$ cat config.mk
export PLATFORM = sky130hd
export DESIGN_NAME = timer_bypass
export DESIGN_NICKNAME = d
export VERILOG_FILES = /design/src/common/timer_pkg.sv /design/src/timer_bypass.sv /design/src/pin_sync.sv
export SDC_FILE = /design/constraint.sdc
export NUM_CORES = 1
export LEC_CHECK = 0
export ABC_AREA = 1
export BUFFER_PORTS_ARGS = -buffer_cell sky130_fd_sc_hd__buf_4
export CELL_PAD_IN_SITES_DETAIL_PLACEMENT = 0
export CELL_PAD_IN_SITES_GLOBAL_PLACEMENT = 2
export CORE_MARGIN = 2
export CORE_UTILIZATION = 32
export DETAILED_ROUTE_END_ITERATION = 10
export PLACE_DENSITY_LB_ADDON = 0.1
export SLEW_MARGIN = 10
export SYNTH_ARGS = -nofsm -noshare
export SYNTH_HDL_FRONTEND = slang
export SYNTH_SLANG_ARGS = --single-unit
$ cat constraint.sdc
create_clock -name clk_in -period 2.1 [get_ports clk_in]
set_input_delay 0.42 -clock clk_in [delete_from_list [all_inputs] [get_ports clk_in]]
set_output_delay 0.42 -clock clk_in [all_outputs]
set_load 0.005 [all_outputs]
$ cat src/common/timer_pkg.sv
// constants for the general-purpose timer register block and its bypass port logic
package timer_pkg;

  // register offsets on the internal module bus
  localparam logic [11:0] OFF_SETUP     = 12'h600;
  localparam logic [11:0] OFF_GAP       = 12'h602;
  localparam logic [11:0] OFF_IRQ_SETUP = 12'h604;
  localparam logic [11:0] OFF_CONTROL   = 12'h606;
  localparam logic [11:0] OFF_STATE     = 12'h608;
  localparam logic [11:0] OFF_COUNT     = 12'h60a;
  localparam logic [11:0] OFF_RELOAD1   = 12'h60c;
  localparam logic [11:0] OFF_RELOAD2   = 12'h60e;
  localparam logic [11:0] OFF_MATCH     = 12'h610;
  localparam logic [11:0] OFF_LAST      = 12'h63f;

  // module_setup fields
  localparam int SETUP_HALT   = 15;
  localparam int SETUP_FRZ_HI = 14;
  localparam int SETUP_FRZ_LO = 13;
  localparam int SETUP_PRIV   = 7;
  localparam int SETUP_ARB_HI = 3;
  localparam logic [15:0] SETUP_WMASK = 16'he08f;
  localparam logic [15:0] SETUP_RESET = 16'h0080;

  // interrupt_setup fields
  localparam int IRQ_LVL_HI = 10;
  localparam int IRQ_LVL_LO = 8;
  localparam int IRQ_VEC_HI = 7;
  localparam logic [15:0] IRQ_WMASK = 16'h07ff;
  localparam logic [15:0] IRQ_RESET = 16'h000f;

  // timer_control fields
  localparam int CTRL_SWR    = 15;
  localparam int CTRL_IE_HI  = 14;
  localparam int CTRL_IE_LO  = 12;
  localparam int CTRL_CPE    = 9;
  localparam int CTRL_MODE_HI = 4;
  localparam int CTRL_MODE_LO = 2;
  localparam int CTRL_OC_HI  = 1;
  localparam logic [15:0] CTRL_RESET = 16'h0000;

  // timer_state fields
  localparam int STATE_TG = 13;
  localparam logic [7:0] PRESCALER_IDLE = 8'hff;

  // source enable weights: timeout, gate, compare-hit
  localparam int IE_TIMEOUT = 2;
  localparam int IE_GATE    = 1;
  localparam int IE_COMPARE = 0;

  localparam logic [2:0] MODE_BYPASS = 3'h7;

  // output control codes
  localparam logic [1:0] OC_HIZ  = 2'h0;
  localparam logic [1:0] OC_ONE  = 2'h3;

  localparam logic [15:0] DATA_RESET = 16'h0000;

endpackage : timer_pkg

$ cat src/timer_bypass.sv
// timer register block: bus slave, bypass-mode gate and output ports, interrupt request
`timescale 1ns/1ps
module timer_bypass (
  // clock and reset
  input  wire logic        clk_in,
  input  wire logic        reset_in,
  input  wire logic        soft_reset_in,
  input  wire logic        freeze_in,
  // register access
  input  wire logic        bus_sel_in,
  input  wire logic        bus_write_in,
  input  wire logic        bus_super_in,
  input  wire logic [1:0]  bus_byte_en_in,
  input  wire logic [11:0] bus_addr_in,
  input  wire logic [15:0] bus_wdata_in,
  output logic             bus_ack_out,
  output logic             bus_err_out,
  output logic      [15:0] bus_rdata_out,
  // interrupt request and acknowledge
  output logic      [6:0]  request_line_out,
  input  wire logic        iack_cycle_in,
  input  wire logic [2:0]  iack_level_in,
  output logic             arb_bid_out,
  output logic      [3:0]  arb_id_out,
  input  wire logic        arb_win_in,
  output logic             vector_valid_out,
  output logic      [7:0]  vector_out,
  // pins
  input  wire logic        gate_input_pin_n_in,
  input  wire logic        timer_output_pin_in,
  output logic             timer_output_pin_out,
  output logic             timer_output_pin_oe_n_out
);

  typedef struct packed {
    logic [15:0] module_setup;
    logic [15:0] interrupt_setup;
    logic [15:0] timer_control;
    logic [15:0] first_reload;
    logic [15:0] second_reload;
    logic [15:0] match_value;
    logic        gate_event_flag;
    logic        gate_prev;
    logic        running;
    logic        out_level;
    logic        out_drive;
    logic        ack;
    logic        err;
    logic [15:0] rdata;
    logic        bid;
    logic        vec_valid;
    logic [7:0]  vector;
    logic [6:0]  request_line;
  } state_t;

  // gate history resets negated so leaving reset never looks like a negation
  localparam state_t STATE_RST = '{
    module_setup:    timer_pkg::SETUP_RESET,
    interrupt_setup: timer_pkg::IRQ_RESET,
    timer_control:   timer_pkg::CTRL_RESET,
    first_reload:    timer_pkg::DATA_RESET,
    second_reload:   timer_pkg::DATA_RESET,
    match_value:     timer_pkg::DATA_RESET,
    gate_event_flag: 1'b0,
    gate_prev:       1'b1,
    running:         1'b0,
    out_level:       1'b0,
    out_drive:       1'b0,
    ack:             1'b0,
    err:             1'b0,
    rdata:           timer_pkg::DATA_RESET,
    bid:             1'b0,
    vec_valid:       1'b0,
    vector:          8'h00,
    request_line:    7'h00
  };

  state_t st_r;
  state_t st_nxt;

  logic [1:0] pin_lvl;
  logic       gate_lvl;
  logic       out_pin_lvl;

  // both pins arrive from outside the clock domain
  pin_sync u_pin_sync (
    .clk_in    (clk_in),
    .reset_in  (reset_in),
    .raw_in    ({timer_output_pin_in, gate_input_pin_n_in}),
    .level_out (pin_lvl)
  );

  assign gate_lvl    = pin_lvl[0];  // high means negated
  assign out_pin_lvl = pin_lvl[1];

  // byte-lane merge that only touches writable bits
  function automatic logic [15:0] merge(input logic [15:0] old,
                                        input logic [15:0] wd,
                                        input logic [1:0]  be,
                                        input logic [15:0] wmask);
    logic [15:0] lane;
    lane = {{8{be[1]}}, {8{be[0]}}} & wmask;
    merge = (old & ~lane) | (wd & lane);
  endfunction : merge

  // decode of the current state and of the access on the bus
  logic        halted;
  logic        frozen;
  logic        run;
  logic        bypass;
  logic [2:0]  src_en;
  logic [2:0]  flags;
  logic        pending;
  logic [2:0]  req_level;
  logic        hit;
  logic        sup_only;
  logic        priv_fault;
  logic        halt_fault;
  logic        good;
  logic        do_write;
  logic        tg_set;
  logic        tg_clear;
  logic [15:0] state_word;
  logic [15:0] rd;
  logic [1:0]  oc_code;
  logic        arb_enter;
  logic [6:0]  lvl_match;

  // one comparator per request level; level zero raises no line
  for (genvar lv = 0; lv < 7; lv++) begin : g_level
    assign lvl_match[lv] = st_r.interrupt_setup[timer_pkg::IRQ_LVL_HI:timer_pkg::IRQ_LVL_LO]
                           == 3'(lv + 1);
  end

  always_comb begin
    halted    = st_r.module_setup[timer_pkg::SETUP_HALT];
    // debug halt codes 00 and 01 ignore the freeze request
    unique case (st_r.module_setup[timer_pkg::SETUP_FRZ_HI:timer_pkg::SETUP_FRZ_LO])
      2'h0, 2'h1: frozen = 1'b0;
      2'h2, 2'h3: frozen = freeze_in;
    endcase
    run       = ~halted & ~frozen;
    bypass    = st_r.timer_control[timer_pkg::CTRL_MODE_HI:timer_pkg::CTRL_MODE_LO]
                == timer_pkg::MODE_BYPASS;
    src_en    = st_r.timer_control[timer_pkg::CTRL_IE_HI:timer_pkg::CTRL_IE_LO];
    // timeout and compare-hit never set while the counter stays disabled
    flags     = 3'h0;
    flags[timer_pkg::IE_GATE] = st_r.gate_event_flag;
    pending   = |(src_en & flags);
    req_level = st_r.interrupt_setup[timer_pkg::IRQ_LVL_HI:timer_pkg::IRQ_LVL_LO];
    oc_code   = st_r.timer_control[timer_pkg::CTRL_OC_HI:0];

    // bus decode
    hit      = bus_sel_in && (bus_addr_in >= timer_pkg::OFF_SETUP)
               && (bus_addr_in <= timer_pkg::OFF_LAST);
    sup_only = bus_addr_in < timer_pkg::OFF_CONTROL;
    // user accesses fail on supervisor-only offsets and, with the privilege bit set, on all
    priv_fault = !bus_super_in
                 && (sup_only || st_r.module_setup[timer_pkg::SETUP_PRIV]);
    halt_fault = halted && bus_addr_in != timer_pkg::OFF_SETUP;
    good       = hit && !priv_fault && !halt_fault;
    do_write = good && bus_write_in;

    // timer_state word; bypass shows idle prescaler and cleared counter flags
    state_word = {pending,
                  1'b0,
                  st_r.gate_event_flag,
                  1'b0,
                  gate_lvl,
                  st_r.running,
                  out_pin_lvl,
                  1'b0,
                  timer_pkg::PRESCALER_IDLE};

    rd = timer_pkg::DATA_RESET;
    unique case (bus_addr_in)
      timer_pkg::OFF_SETUP:     rd = st_r.module_setup;
      timer_pkg::OFF_IRQ_SETUP: rd = st_r.interrupt_setup;
      timer_pkg::OFF_CONTROL:   rd = st_r.timer_control;
      timer_pkg::OFF_STATE:     rd = state_word;
      timer_pkg::OFF_RELOAD1:   rd = st_r.first_reload;
      timer_pkg::OFF_RELOAD2:   rd = st_r.second_reload;
      timer_pkg::OFF_MATCH:     rd = st_r.match_value;
      default:                  rd = timer_pkg::DATA_RESET;
    endcase

    // bus answer: a registered pulse one cycle after the access
    st_nxt           = st_r;
    st_nxt.ack       = hit && good;
    st_nxt.err       = hit && !good;
    // read data stands only in the answer cycle of a read
    if (good && !bus_write_in) begin
      st_nxt.rdata = rd;
    end else begin
      st_nxt.rdata = timer_pkg::DATA_RESET;
    end
    st_nxt.bid       = 1'b0;
    st_nxt.vec_valid = 1'b0;

    // gate and output port behaviour, held while halted or frozen
    tg_set = 1'b0;
    if (run) begin
      st_nxt.gate_prev = gate_lvl;
      // only the port view of the gate runs; no counter or prescaler is ever clocked
      if (bypass && st_r.timer_control[timer_pkg::CTRL_CPE]) begin
        st_nxt.running = !gate_lvl;
      end else begin
        st_nxt.running = 1'b0;
      end
      tg_set = bypass && gate_lvl && !st_r.gate_prev;
      if (!st_r.timer_control[timer_pkg::CTRL_SWR]) begin
        unique case (oc_code)
          timer_pkg::OC_HIZ: begin
            st_nxt.out_drive = 1'b0;
            st_nxt.out_level = 1'b0;
          end
          timer_pkg::OC_ONE: begin
            st_nxt.out_drive = 1'b1;
            st_nxt.out_level = 1'b1;
          end
          default: begin
            st_nxt.out_drive = 1'b1;
            st_nxt.out_level = 1'b0;
          end
        endcase
      end
    end

    // register writes; read-only and reserved bits drop the data
    tg_clear = 1'b0;
    if (do_write) begin
      unique case (bus_addr_in)
        timer_pkg::OFF_SETUP: begin
          st_nxt.module_setup = merge(st_r.module_setup, bus_wdata_in, bus_byte_en_in,
                                      timer_pkg::SETUP_WMASK);
        end
        timer_pkg::OFF_IRQ_SETUP: begin
          st_nxt.interrupt_setup = merge(st_r.interrupt_setup, bus_wdata_in,
                                         bus_byte_en_in, timer_pkg::IRQ_WMASK);
        end
        timer_pkg::OFF_CONTROL: begin
          st_nxt.timer_control = merge(st_r.timer_control, bus_wdata_in, bus_byte_en_in,
                                       16'hffff);
        end
        timer_pkg::OFF_STATE: begin
          tg_clear = bus_byte_en_in[1] && bus_wdata_in[timer_pkg::STATE_TG];
        end
        timer_pkg::OFF_RELOAD1: begin
          st_nxt.first_reload = merge(st_r.first_reload, bus_wdata_in, bus_byte_en_in,
                                      16'hffff);
        end
        timer_pkg::OFF_RELOAD2: begin
          st_nxt.second_reload = merge(st_r.second_reload, bus_wdata_in,
                                       bus_byte_en_in, 16'hffff);
        end
        timer_pkg::OFF_MATCH: begin
          st_nxt.match_value = merge(st_r.match_value, bus_wdata_in, bus_byte_en_in,
                                     16'hffff);
        end
        default: begin
        end
      endcase
    end

    // a negation in the clearing cycle still leaves the flag set
    if (tg_set) begin
      st_nxt.gate_event_flag = 1'b1;
    end else if (tg_clear) begin
      st_nxt.gate_event_flag = 1'b0;
    end

    // request line follows the pending level one cycle later, through the state register
    st_nxt.request_line = pending ? lvl_match : 7'h00;

    // acknowledge: bid one cycle after the cycle, vector one cycle after a win
    arb_enter = iack_cycle_in && pending && req_level == iack_level_in;
    // an identifier of zero keeps the module out of arbitration
    if (arb_enter && st_r.module_setup[timer_pkg::SETUP_ARB_HI:0] != 4'h0) begin
      st_nxt.bid = 1'b1;
    end
    if (st_r.bid && arb_win_in) begin
      st_nxt.vec_valid = 1'b1;
      st_nxt.vector    = st_r.interrupt_setup[timer_pkg::IRQ_VEC_HI:0];
    end

    // reset instruction keeps module_setup and the ack/err answer; read data returns zero
    // a write landing in this cycle is lost, but the access is still answered
    if (soft_reset_in) begin
      st_nxt              = STATE_RST;
      st_nxt.module_setup = st_r.module_setup;
      st_nxt.ack          = hit && good;
      st_nxt.err          = hit && !good;
    end
  end

  always_ff @(posedge clk_in) begin
    if (reset_in) begin
      st_r <= STATE_RST;
    end else begin
      st_r <= st_nxt;
    end
  end

  // every output comes straight from the state register
  assign bus_ack_out               = st_r.ack;
  assign bus_err_out               = st_r.err;
  assign bus_rdata_out             = st_r.rdata;
  assign request_line_out          = st_r.request_line;
  assign arb_bid_out               = st_r.bid;
  assign arb_id_out                = st_r.bid ? st_r.module_setup[timer_pkg::SETUP_ARB_HI:0]
                                              : 4'h0;
  assign vector_valid_out          = st_r.vec_valid;
  assign vector_out                = st_r.vector;
  assign timer_output_pin_out      = st_r.out_level;
  assign timer_output_pin_oe_n_out = ~st_r.out_drive;

endmodule : timer_bypass

$ cat src/pin_sync.sv
// three-flop synchroniser for pin inputs; a level counts once stages two and three agree
`timescale 1ns/1ps
module pin_sync (
  // clock and reset
  input  wire logic       clk_in,
  input  wire logic       reset_in,
  // raw pins and filtered levels
  input  wire logic [1:0] raw_in,
  output logic      [1:0] level_out
);

  typedef struct packed {
    logic [1:0] s1;
    logic [1:0] s2;
    logic [1:0] s3;
    logic [1:0] lvl;
  } sync_t;

  sync_t st_r;
  sync_t st_nxt;

  always_comb begin
    st_nxt    = st_r;
    st_nxt.s1 = raw_in;
    st_nxt.s2 = st_r.s1;
    st_nxt.s3 = st_r.s2;
    for (int i = 0; i < 2; i++) begin
      if (st_r.s2[i] == st_r.s3[i]) begin
        st_nxt.lvl[i] = st_r.s3[i];
      end
    end
  end

  always_ff @(posedge clk_in) begin
    if (reset_in) begin
      st_r <= '{s1: 2'h3, s2: 2'h3, s3: 2'h3, lvl: 2'h3};
    end else begin
      st_r <= st_nxt;
    end
  end

  assign level_out = st_r.lvl;

endmodule : pin_sync

### Word level (Yosys, flattened, before mapping)

Cells that the tools add are included.
Widths: inputs -> output; s select.

* register bits after elaboration: 144
* input port bits: 44
* output and inout port bits: 41
* word-level logic and storage cells: 131

* magnitude comparators: 3
* equality and inequality tests: 23
* muxes and demuxes: 12
* bitwise operators: 27
* reduce and logical (&&, ||, !) cells: 43

Operators with widths (number)
* $and 16x16->16: 8
* $pmux 16 s7: 1
* $or 16x16->16: 6
* $eq 12x11->1 const B: 7
* $not 16->16: 2
* $logic_and 1x1->1: 18
* $and 16x11->16: 1
* $not 11->16: 1
* $eq 3x3->1 const B: 5
* $ge 12x11->1 const B: 1
* $le 12x11->1 const B: 1
* $lt 12x11->1 const B: 1
* $ne 12x11->1 const B: 1
* $reduce_and 2->1: 6
* $mux 9: 1
* $reduce_or 3->1: 3
* $logic_not 1->1: 7
* $mux 1: 7
* $not 1->1: 7
* $eq 2x2->1 const B: 3
* $eq 3x2->1 const B: 2
* $reduce_or 2->1: 3
* $logic_not 2->1: 2
* $mux 4: 1
* other kinds (12): 13

### Logic depth before layout (Yosys ltp)

Gate-level depths: netlist (run 1).

* depth in word-level cells: 10
* mapped depth: 13
* gate-level depth less buffers: 12

### Hierarchy

A second synthesis (run 1) with hierarchy kept.

* cells, all modules: 853
* area, all modules: 6034.5 um^2

By module, submodules not included
* timer_bypass: instances 1, cells an instance 821, area an instance 5766.8 um^2, sequential area each 2462.4 um^2
* pin_sync: instances 1, cells an instance 32, area an instance 267.8 um^2, sequential area each 160.2 um^2

### Least setup slack after synthesis (run 1)

No wires, ideal clock.

* path type: input to register
* start point: in bus_addr_in[10]
* end point: reg with a tool-made name
* data arrival time: 1.637 ns
* path slack: 0.348 ns
* cell stages on the path: 12
* buffers on the path: 1
* cells stage by stage: nand2_2 > inv_2 > nand3_2 > inv_1 > nand2_1 > nand2_2 > nand4_4 > buf_6 > nor2_1 > nand3_1 > nand2_1 > nor2_1

RTL lines
* start, declared: line timer_bypass.sv:14 `input wire logic [11:0] bus_addr_in,`

==> results of run 1 <==
## how the worst max path moves through the flow
stage / end / depth (start not counted) / slack (ns)
after CTS: flop / 11 / 0.40
after global routing: flop / 11 / 0.19
after floorplan: flop / 12 / 0.35
after detailed placement: flop / 11 / -0.03
final: flop / 11 / 0.39
after global placement: bus_rdata_out[10]$_SDFF_PP0_ / 10 / -0.02
## report_power, final
| group | total [µW] | internal, µW | switching, µW |
|---|---|---|---|
| logic | 230 | 88.5 | 141 |
| clock network | 3280 | 2140 | 1130 |
| registers | 2490 | 2490 | 1.76 |
| total | 6000 | 4720 | 1270 |
## worst max-delay path, delay by kind of cell
| kind | cells | cell delay [ns] |
|---|---|---|
| AND/OR/NAND/NOR | 8 | 1.12 |
| buffers and inverters | 3 | 0.48 |
## cell usage in the layout (no fill, tap or decap), types with 6 or more instances in the layout
cell type | synthesis | routed
nor2_1 | 179 | 178
nand2_1 | 161 | 161
dfxtp_1 | 131 | 131
buf_4 | 34 | 112
inv_1 | 67 | 67
nand3_1 | 66 | 66
o21ai_0 | 66 | 65
a21oi_1 | 52 | 52
clkbuf_16 | 0 | 17
nor2_4 | 12 | 13
nor3_1 | 12 | 12
nand4_1 | 6 | 6
or2_2 | 6 | 6
## metal layers
| metal | vias to the layer above | GRT usage, % |
|---|---|---|
| met3 | 25 | 3.751 |
| met2 | 116 | 31.91 |
| met1 | 2562 | 25.43 |
| met4 | 0 | 7.579 |
| li1 | 2828 | - |
| met5 | - | 0 |
## logic make-up after synthesis
logic type      synth area share, %
buf+inv                       10.79
flops                         44.44
simple gates                  33.31
compound gates                11.45
## cell type report
type | instances | area, µm²
Multi-Input combinational cell | 582 | 2649
Clock inverter | 12 | 205.2
Fill cell | 1915 | 10610
Clock buffer | 20 | 446.7
Inverter | 70 | 262.8
Tap cell | 229 | 286.5
Sequential cell | 131 | 2623
Timing Repair Buffer | 117 | 940.9
## through the flow
| step | setup WS (ns) | cell area, µm² | utilization, % | instances |
|---|---|---|---|---|
| 5_1_grt | 0.1936 | 7413 | 41.13 | 1161 |
| 2_1_floorplan | 0.3481 | 5901 | - | 844 |
| 3_5_place_dp | -0.03000 | 6761 | 37.51 | 1129 |
| 6_report | 0.3899 | 7413 | 41.13 | 1161 |
| 3_3_place_gp | -0.02274 | 6761 | 37.51 | 1129 |
| 4_1_cts | 0.4040 | 7413 | 41.13 | 1161 |
==> key figures, run 1 <==
Yosys
  – Share of the synthesized area in the top cell type: 44.44%
  – Post-synth net total: 888
  – Count leader, synth: nor2_1
  – Post-Syn Instances: 844
  – Warnings, synthesis: 0
  – Area leader, netlist: dfxtp_1
  – Syn avg cell area: 6.991 µm²
  – Post-synthesis cell type count: 31
  – Post-synth ARST share: 0%
  – Seq/Total Area, Yosys: 44.44%
  – Post-synth EDFFs: 0
  – Synth top area cells: dfxtp_1 (44%), nor2_1 (11%), nand2_1 (10%), nand3_1 (5.6%), o21ai_0 (5.6%)
  – Synth top cells by count: nor2_1 (179), nand2_1 (161), dfxtp_1 (131), inv_1 (67)
  – Yosys reg bits: 131
  – Synthesized area: 5901 µm²
  – Synth Flop Type: dfxtp_1

Pwr
  – PwrDens: 808.9 nW/µm²
  – Total Power: 5997 µW
  – VDD IR max: 565.7 µV
  – LEAKAGE: 0.003200 µW

Layout
  – Layout cells sized above 1: 18.78%
  – Inserted Diodes: 0
  – Syn-to-layout area delta: 25.64%
  – Fin nets: 963

CTS
  – Clock transition at path regs: 0.06 ns
  – CTS tree: done
  – CTS Hold Bufs: 0
  – Post-CTS Setup Inserts: 0
  – CTS resizes: 0
  – Clock root buffer: clkbuf_16
  – Max Root-Sink Buffers: 2
  – Htree depth: 4
  – Clock sinks: 131
  – CTS buffer count: 17
  – Clk Latency, worst-skew pair: 0.42 ns

Setup path
  – Register-to-Register Setup Slack: 0.48 ns
  – CP max FO: 8
  – Most Frequent Cell on Critical Path: nor2_1
  – Setup CP Type: input port to flop
  – Worst EP arrival: 2.02 ns
  – CP required: 2.41 ns
  – Critical path capture point type: flop
  – Slowest stage delay, CP: 0.25 ns
  – Cells on worst reg2reg path: 9
  – Slowest stage cell, crit path: nand3_1
  – Crit-path cells: buf_4 > nor2_1 > nand2_2 > nor2_4 > nand3_1 > inv_1 > nand2_1 > nor2_4 > inv_1 > nor2_1 > nor2_1
  – CP Launch Type: input port
  – Crit path from: bus_addr_in[5]

Floorplan
  – Die Y: 139.8 µm
  – IO Pins: 85
  – Core Region: 18020 µm²
  – Starting density of the core: 32.74%
  – Die X: 139.8 µm
  – Die area: 19540 µm²
  – Row count: 49

GRT
  – Total Routing Usage GR: 19.50%
  – GR Overflow Total: 0
  – Vias in the first global route: 5436
  – Global-route wire length before repair: 29470 µm
  – Initial antenna violation count: 0
  – Pin count of the biggest net entering global routing: 85

Timing
  – Final Max Slew Viols: 0
  – Rel. slew slack: 68.07%
  – Slew at the pin closest to its max-slew limit: 0.4753 ns
  – Final min period: 1.710 ns
  – Final setup viols: 0
  – Fmax: 0.5848 GHz
  – Final worst-path cycle share: 81.43%
  – Final Hold Fails: 0
  – Setup TNS: 0 ns
  – Hold WS: 0.1909 ns
  – RSZ-0062 raised after global routing: false
  – Setup Skew: 0.007617 ns

Detailed routing
  – Drt total wl: 18440 µm
  – M1 wire length: 8735 µm
  – Via-to-Cell Ratio: 4.764
  – Met3 WL: 569 µm
  – Max Used Layer: met4
  – Total number of vias: 5531
  – Initial drt markers: 337
  – Met2 WL post-DR: 8688 µm
  – DRC viols: 0
  – Post-route ant nets: 0
  – DR pass1 iterations: 7
  – WL per Instance: 15.88 µm

Placed design
  – DP HPWL: 13490 µm
  – RePlAce Congestion: 0.8249
  – Port Buf Inserts: 84

Job
  – Max_cap viols: 0

Worst hold path
  – HP Class: input port to flop
  – Hold Crit Start: timer_output_pin_in
  – Hold Path Stages: 2
  – Hold Path End: u_pin_sync.st_nxt[5]$_SDFF_PP1_

Status
  – Status: completed
Note: power is estimated with default switching activity, not from simulation.
==> run 2, diff against run 1 <==
clock period = 1.6 ns   (was 2.1 ns; I/O delays follow)
==> run 2 against run 1 <==
Against the previous run: the flow now finishes with violations (negative setup slack); clock-buffer cell count decreased by 2; clock power increased by 30%; clock skew is 0.0015 ns higher; hold slack lost 0.11 ns; sequential power increased by 31%; core utilization increased by 3.0 points; register-to-register slack worse by 0.56 ns; combinational power is 52% higher; design area grew 7.2%; first-iteration DRC count fell by 3.9%.
==> key figures, run 2 (same netlist as run 1, synthesis figures left out) <==
GRT
  – Pin count of the biggest net entering global routing: 85 (unchanged)
  – GR Util met3: 3.785% (+0.034 points)
  – Initial antenna violation count: 0 (unchanged)
  – Global-route wire length before repair: 29640 µm (+0.59%)
  – GRT met2 Usage: 32.55% (+0.64 points)
  – Total Routing Usage GR: 19.73% (+0.23 points)
  – Global Route met1 Usage: 25.90% (+0.47 points)
  – GR Overflow Total: 0 (unchanged)
  – Vias in the first global route: 5424 (-0.22%)
  – GRT busiest layer: met2

Placed design
  – RePlAce Congestion: 0.8313 (+0.78%)
  – Port Buf Inserts: 84 (unchanged)
  – Placement Cell Area: 7022 µm² (+3.8%)
  – DP HPWL: 13590 µm (+0.77%)

Layout
  – Fin nets: 1008 (+4.7%)
  – Fin area: 7945 µm² (+7.2%)
  – Most frequent cells in the layout: nor2_1 (171), nand2_1 (158), buf_4 (149)
  – Multi-input logic area: 2824 µm² (+6.6%)
  – Storage cell area: 2625 µm² (about the same)
  – Fill count: 1838 (-4.0%)
  – Commonest non-fill, non-tap cell in the layout: nor2_1
  – Layout cells sized above 1: 26.71% (+7.9 points)
  – Syn-to-layout area delta: 34.65%
  – Inserted Diodes: 0 (unchanged)

Pwr
  – LEAKAGE: 0.003401 µW (+6.3%)
  – Comb pwr share: 4.4% (+0.6 points)
  – Part of the power in registers: 41.5% (about the same)
  – PwrDens: 992.3 nW/µm² (+23%)
  – Internal power: 6168 µW (+31%)
  – Clock power frac: 54.1% (-0.5 points)
  – Sw Pwr: 1716 µW (+35%)
  – Sw frac: 21.77% (+0.50 points)
  – VDD IR max: 719.9 µV (+27%)

CTS
  – Htree depth: 4 (unchanged)
  – CTS Hold Bufs: 0 (unchanged)
  – Max Root-Sink Buffers: 2 (unchanged)
  – Clk Latency, worst-skew pair: 0.43 ns (about the same)
  – CTS buffer count: 17 (unchanged)
  – Clock sinks: 131 (unchanged)
  – CTS tree: done
  – Clock root buffer: clkbuf_16
  – Clock transition at path regs: 0.06 ns (about the same)

Timing
  – Hold WS: 0.07906 ns (-0.1119 ns)
  – Final worst-path cycle share: 105.2%
  – Setup Skew: 0.009112 ns (+0.001494 ns)
  – Final min period: 1.682 ns
  – Final setup viols: 48 (+48)
  – Slew at the pin closest to its max-slew limit: 0.3781 ns (-0.09722 ns)
  – RSZ-0062 raised after global routing: true
  – Rel. slew slack: 74.79% (+6.7 points)
  – Fmax: 0.5944 GHz
  – Final WS setup: -0.08247 ns (-0.4724 ns)
  – Final Max Slew Viols: 0 (unchanged)
  – Final Hold Fails: 0 (unchanged)

Floorplan
  – Row count: 49 (unchanged)
  – Core Region: 18020 µm² (unchanged)
  – Starting density of the core: 32.74% (unchanged)
  – IO Pins: 85 (unchanged)
  – Die area: 19540 µm² (unchanged)
  – Die Y: 139.8 µm (unchanged)
  – Die X: 139.8 µm (unchanged)

Setup path
  – CP Launch Type: flop
  – CP max FO: 8 (unchanged)
  – Setup CP Type: flop to flop
  – CP required: 1.89 ns (-0.52 ns)
  – Cells on worst reg2reg path: 9 (unchanged)
  – Worst EP arrival: 1.98 ns (-0.04 ns)
  – Critical path capture point type: flop
  – Register-to-Register Setup Slack: -0.08 ns (-0.56 ns)

Detailed routing
  – Post-route ant nets: 0 (unchanged)
  – Via-to-Cell Ratio: 4.730 (-0.72%)
  – Initial drt markers: 324 (-3.9%)
  – DR pass1 iterations: 5 (-2)
  – Drt total wl: 19260 µm (+4.5%)
  – Total number of vias: 5704 (+3.1%)
  – WL per Instance: 15.97 µm (+0.60%)
  – DRC viols: 0 (unchanged)

Status
  – Failing checks: negative setup slack
  – Status: complete, but fails checks

Job
  – Max_cap viols: 0 (unchanged)

Worst hold path
  – Hold Crit Start: gate_input_pin_n_in
  – HP Class: input port to flop
  – Hold Path End: u_pin_sync.st_nxt[4]$_SDFF_PP1_
  – Hold Path Stages: 2 (unchanged)
==> run 2: worst max path at each step <==
stage,start,end,slack [ns],cells after the start
after floorplan,bus_addr_in[7],flop,-0.05,10
after CTS,flop,flop,-0.07,9
after global routing,flop,flop,-0.18,9
after detailed placement,bus_addr_in[7],bus_rdata_out[7]$_SDFF_PP0_,-0.40,11
final,flop,flop,-0.08,9
after global placement,bus_addr_in[7],bus_rdata_out[7]$_SDFF_PP0_,-0.36,11
==> run 2: power groups by stage <==
stage / logic [µW] / registers, µW / clock network [µW]
floorplan: 123 / 3340 / 0
detailed placement: 331 / 3340 / 0
finish: 349 / 3270 / 4260
global placement: 330 / 3340 / 0
global route: 381 / 3270 / 4500
CTS: 334 / 3270 / 4350
==> run 2: final cells by class <==
cell class	count	share of cell area, %
clock buffer	18	5.402
clock inverter	14	2.646
timing repair buffer	161	16.31
tap	229	3.606
multi-input combinational	583	35.54
sequential	131	33.04
inverter	70	3.449
==> run 2: metal layers <==
layer	vias to the layer above	wire [µm]	share of wire [%]
met5	-	0	0
met3	20	680	3.5
met1	2659	8956	46
met2	107	9295	48
li1	2918	-	-
met4	0	331	1.7
==> run 2: through the flow <==
step | instances | power, µW | setup TNS, ns | util, % | setup WS [ns]
after detailed placement | 1164 | 3673 | -30.44 | 38.96 | -0.4049
after floorplan | 844 | 3464 | -1.321 | - | -0.04633
after global placement | 1164 | 3672 | -27.80 | 38.96 | -0.3574
final | 1206 | 7884 | -2.241 | 44.08 | -0.08247
after global routing | 1206 | 8149 | -8.226 | 44.08 | -0.1785
after CTS | 1198 | 7951 | -0.4618 | 42.66 | -0.07143
==> run 2: timing repair <==
item                                    in CTS  in global routing
resized for setup                            8                 54
gates cloned                                 0                  3
endpoints found under the setup margin      70                101
setup buffers                                2                  6
pin swaps                                    4                 28
==> run 2: worst max-delay path: stages, from the launching register on <==
cell and delay [ns]:
dfxtp_2 0.33, a21oi_2 0.12, o21ai_2 0.07, nand2_2 0.10, nand4_4 0.17, buf_12 0.21, nor2_4 0.15, clkinvlp_4 0.21
nand2_1 0.12, nand3_1 0.06
==> run 3, diff against run 2 <==
CORE_UTILIZATION = 29   (was 32)
SLEW_MARGIN = unset   (was 10)
clock period = 1.44 ns   (was 1.6 ns; I/O delays follow)
==> run 3 against run 2 <==
Against the previous run: the flow still finishes with violations (negative setup slack); die area grew 10%; clock-buffer cell count rose by 3; design area is 6.9% higher; highest routed layer unchanged; via count grew 1.3%; global-route usage down 1.7 points; hold slack got worse by 0.032 ns.
==> key figures, run 3 (same netlist as run 1, synthesis figures left out) <==
GRT
  – Vias in the first global route: 5604 (+3.3%)
  – Global-route wire length before repair: 30040 µm (+1.3%)
  – Pin count of the biggest net entering global routing: 48 (-44%)
  – Initial antenna violation count: 0 (unchanged)
  – GR Overflow Total: 0 (unchanged)
  – Total Routing Usage GR: 18.05% (-1.7 points)

Layout
  – Fin nets: 1020 (+1.2%)
  – Inserted Diodes: 0 (unchanged)
  – Fill count: 2090 (+14%)
  – Most frequent cells in the layout: nor2_1 (154), nand2_1 (147), buf_4 (142)
  – Storage cell area: 2628 µm² (about the same)
  – Fin area: 8493 µm² (+6.9%)
  – Commonest non-fill, non-tap cell in the layout: nor2_1
  – Layout cells sized above 1: 34.38% (+7.7 points)
  – Syn-to-layout area delta: 43.94%
  – Multi-input logic area: 3122 µm² (+11%)

Timing
  – Final Hold Fails: 0 (unchanged)
  – Setup Skew: 0.009748 ns (+0.0006363 ns)
  – Final Max Slew Viols: 0 (unchanged)
  – Final worst-path cycle share: 107.5% (+2.4 points)
  – Rel. slew slack: 67.79% (-7.0 points)
  – Final min period: 1.548 ns (-0.1344 ns)
  – Fmax: 0.6460 GHz (+8.7%)
  – Final setup viols: 86 (+79%)
  – Slew at the pin closest to its max-slew limit: 0.4832 ns (+0.1051 ns)
  – Final WS setup: -0.1081 ns (-0.02562 ns)
  – RSZ-0062 raised after global routing: true

Setup path
  – CP max FO: 7 (-1)
  – Setup CP Type: flop to flop
  – CP Launch Type: flop
  – Critical path capture point type: flop
  – Worst EP arrival: 1.90 ns (-0.08 ns)
  – CP required: 1.79 ns (-0.10 ns)

Pwr
  – LEAKAGE: 0.003497 µW (+2.8%)
  – Total Power: 8277 µW (+5.0%)
  – VDD IR max: 715.5 µV (-0.62%)
  – PwrDens: 974.5 nW/µm² (-1.8%)

Placed design
  – DP Worst Slack: -0.5075 ns (-0.1026 ns)
  – Port Buf Inserts: 84 (unchanged)
  – DP HPWL: 14000 µm (+3.0%)
  – RePlAce Congestion: 0.8611 (+3.6%)
  – Placement Cell Area: 7203 µm² (+2.6%)

Floorplan
  – Die X: 146.6 µm (+4.9%)
  – Core Region: 20100 µm² (+12%)
  – Die area: 21500 µm² (+10%)
  – IO Pins: 85 (unchanged)
  – Die Y: 146.6 µm (+4.9%)
  – Row count: 52 (+6.1%)
  – Starting density of the core: 29.35% (-3.4 points)

CTS
  – Max Root-Sink Buffers: 2 (unchanged)
  – Clock transition at path regs: 0.06 ns (about the same)
  – CTS tree: done
  – CTS buffer count: 17 (unchanged)
  – Clock sinks: 131 (unchanged)
  – Clk Latency, worst-skew pair: 0.42 ns (about the same)
  – Htree depth: 4 (unchanged)
  – Clock root buffer: clkbuf_16

Detailed routing
  – WL per Instance: 15.34 µm (-4.0%)
  – DR pass1 iterations: 5 (unchanged)
  – DRC viols: 0 (unchanged)
  – Drt total wl: 19310 µm (+0.26%)
  – Initial drt markers: 227 (-30%)
  – Post-route ant nets: 0 (unchanged)
  – Total number of vias: 5780 (+1.3%)
  – Via-to-Cell Ratio: 4.591 (-2.9%)

Status
  – Status: complete, but fails checks
  – Failing checks: negative setup slack

Job
  – Max_cap viols: 0 (unchanged)

Worst hold path
  – Hold Crit Start: timer_output_pin_in
  – HP Class: input port to flop
## run 3: cell types whose count changed in the layout (fill, tap and decap cells not counted), sizes merged
cell      change
buf          +12
bufinv        -4
clkbuf        +3
clkinv        -1
clkinvlp      -1
inv           +3
## run 3: critical path: stages, from the launching register on
cell and delay (ns):
dfxtp_2 0.34, a21oi_2 0.11, o21ai_2 0.07, nand2_2 0.12, nand4_4 0.12, buf_12 0.18, nor2_4 0.20, buf_4 0.15
o21ai_0 0.07, nor2_1 0.11
## run 3: cell type report
cell class	count	share of cell area, %
Multi-Input combinational cell	583	36.76
Clock inverter	11	1.193
Timing Repair Buffer	173	18.19
Inverter	70	3.285
Clock buffer	21	5.657
Tap cell	270	3.978
Sequential cell	131	30.94
## run 3: through the flow
stage | utilization, % | hold slack (ns) | instances | setup TNS [ns]
after floorplan | - | 0.3846 | 844 | -8.827
after global placement | 35.83 | 0.3924 | 1209 | -37.38
after detailed placement | 35.83 | 0.3936 | 1209 | -39.75
after CTS | 39.64 | 0.03261 | 1243 | -5.171
after global routing | 42.25 | 0.03559 | 1259 | -12.74
final | 42.25 | 0.04719 | 1259 | -4.757
## run 3: where the power goes
| group | leakage, µW | switching (µW) | internal, µW | total, µW |
|---|---|---|---|---|
| sequential | 0.00106 | 2.52 | 3630 | 3630 |
| clock | 0.000278 | 1660 | 2560 | 4230 |
| combinational | 0.00216 | 243 | 176 | 419 |
## run 3: per-layer routing
| metal | up-vias | GRT usage (%) | wire (µm) |
|---|---|---|---|
| met5 | - | 0 | 0 |
| met4 | 0 | 4.563 | 163 |
| met3 | 11 | 3.438 | 489 |
| met2 | 75 | 32.18 | 9912 |
| met1 | 2743 | 22.36 | 8748 |
| li1 | 2951 | - | - |
## run 3: timing repair
item                                    4_1_cts  5_1_grt
pin swaps                                    14       47
gates resized for setup                      36      132
hold buffers                                  0        0
cloned                                        1        2
endpoints found under the setup margin      105      101
setup buffers                                 1       15
## run 3: worst paths after layout
kind | to | cells after the start | slack (ns)
hold reg to reg | u_pin_sync.st_nxt[3]$_SDFF_PP1_ | 1 | 0.41
setup reg to reg | flop | 9 | -0.11
setup / recovery | flop | 9 | -0.11
hold / removal | u_pin_sync.st_nxt[5]$_SDFF_PP1_ | 2 | 0.05
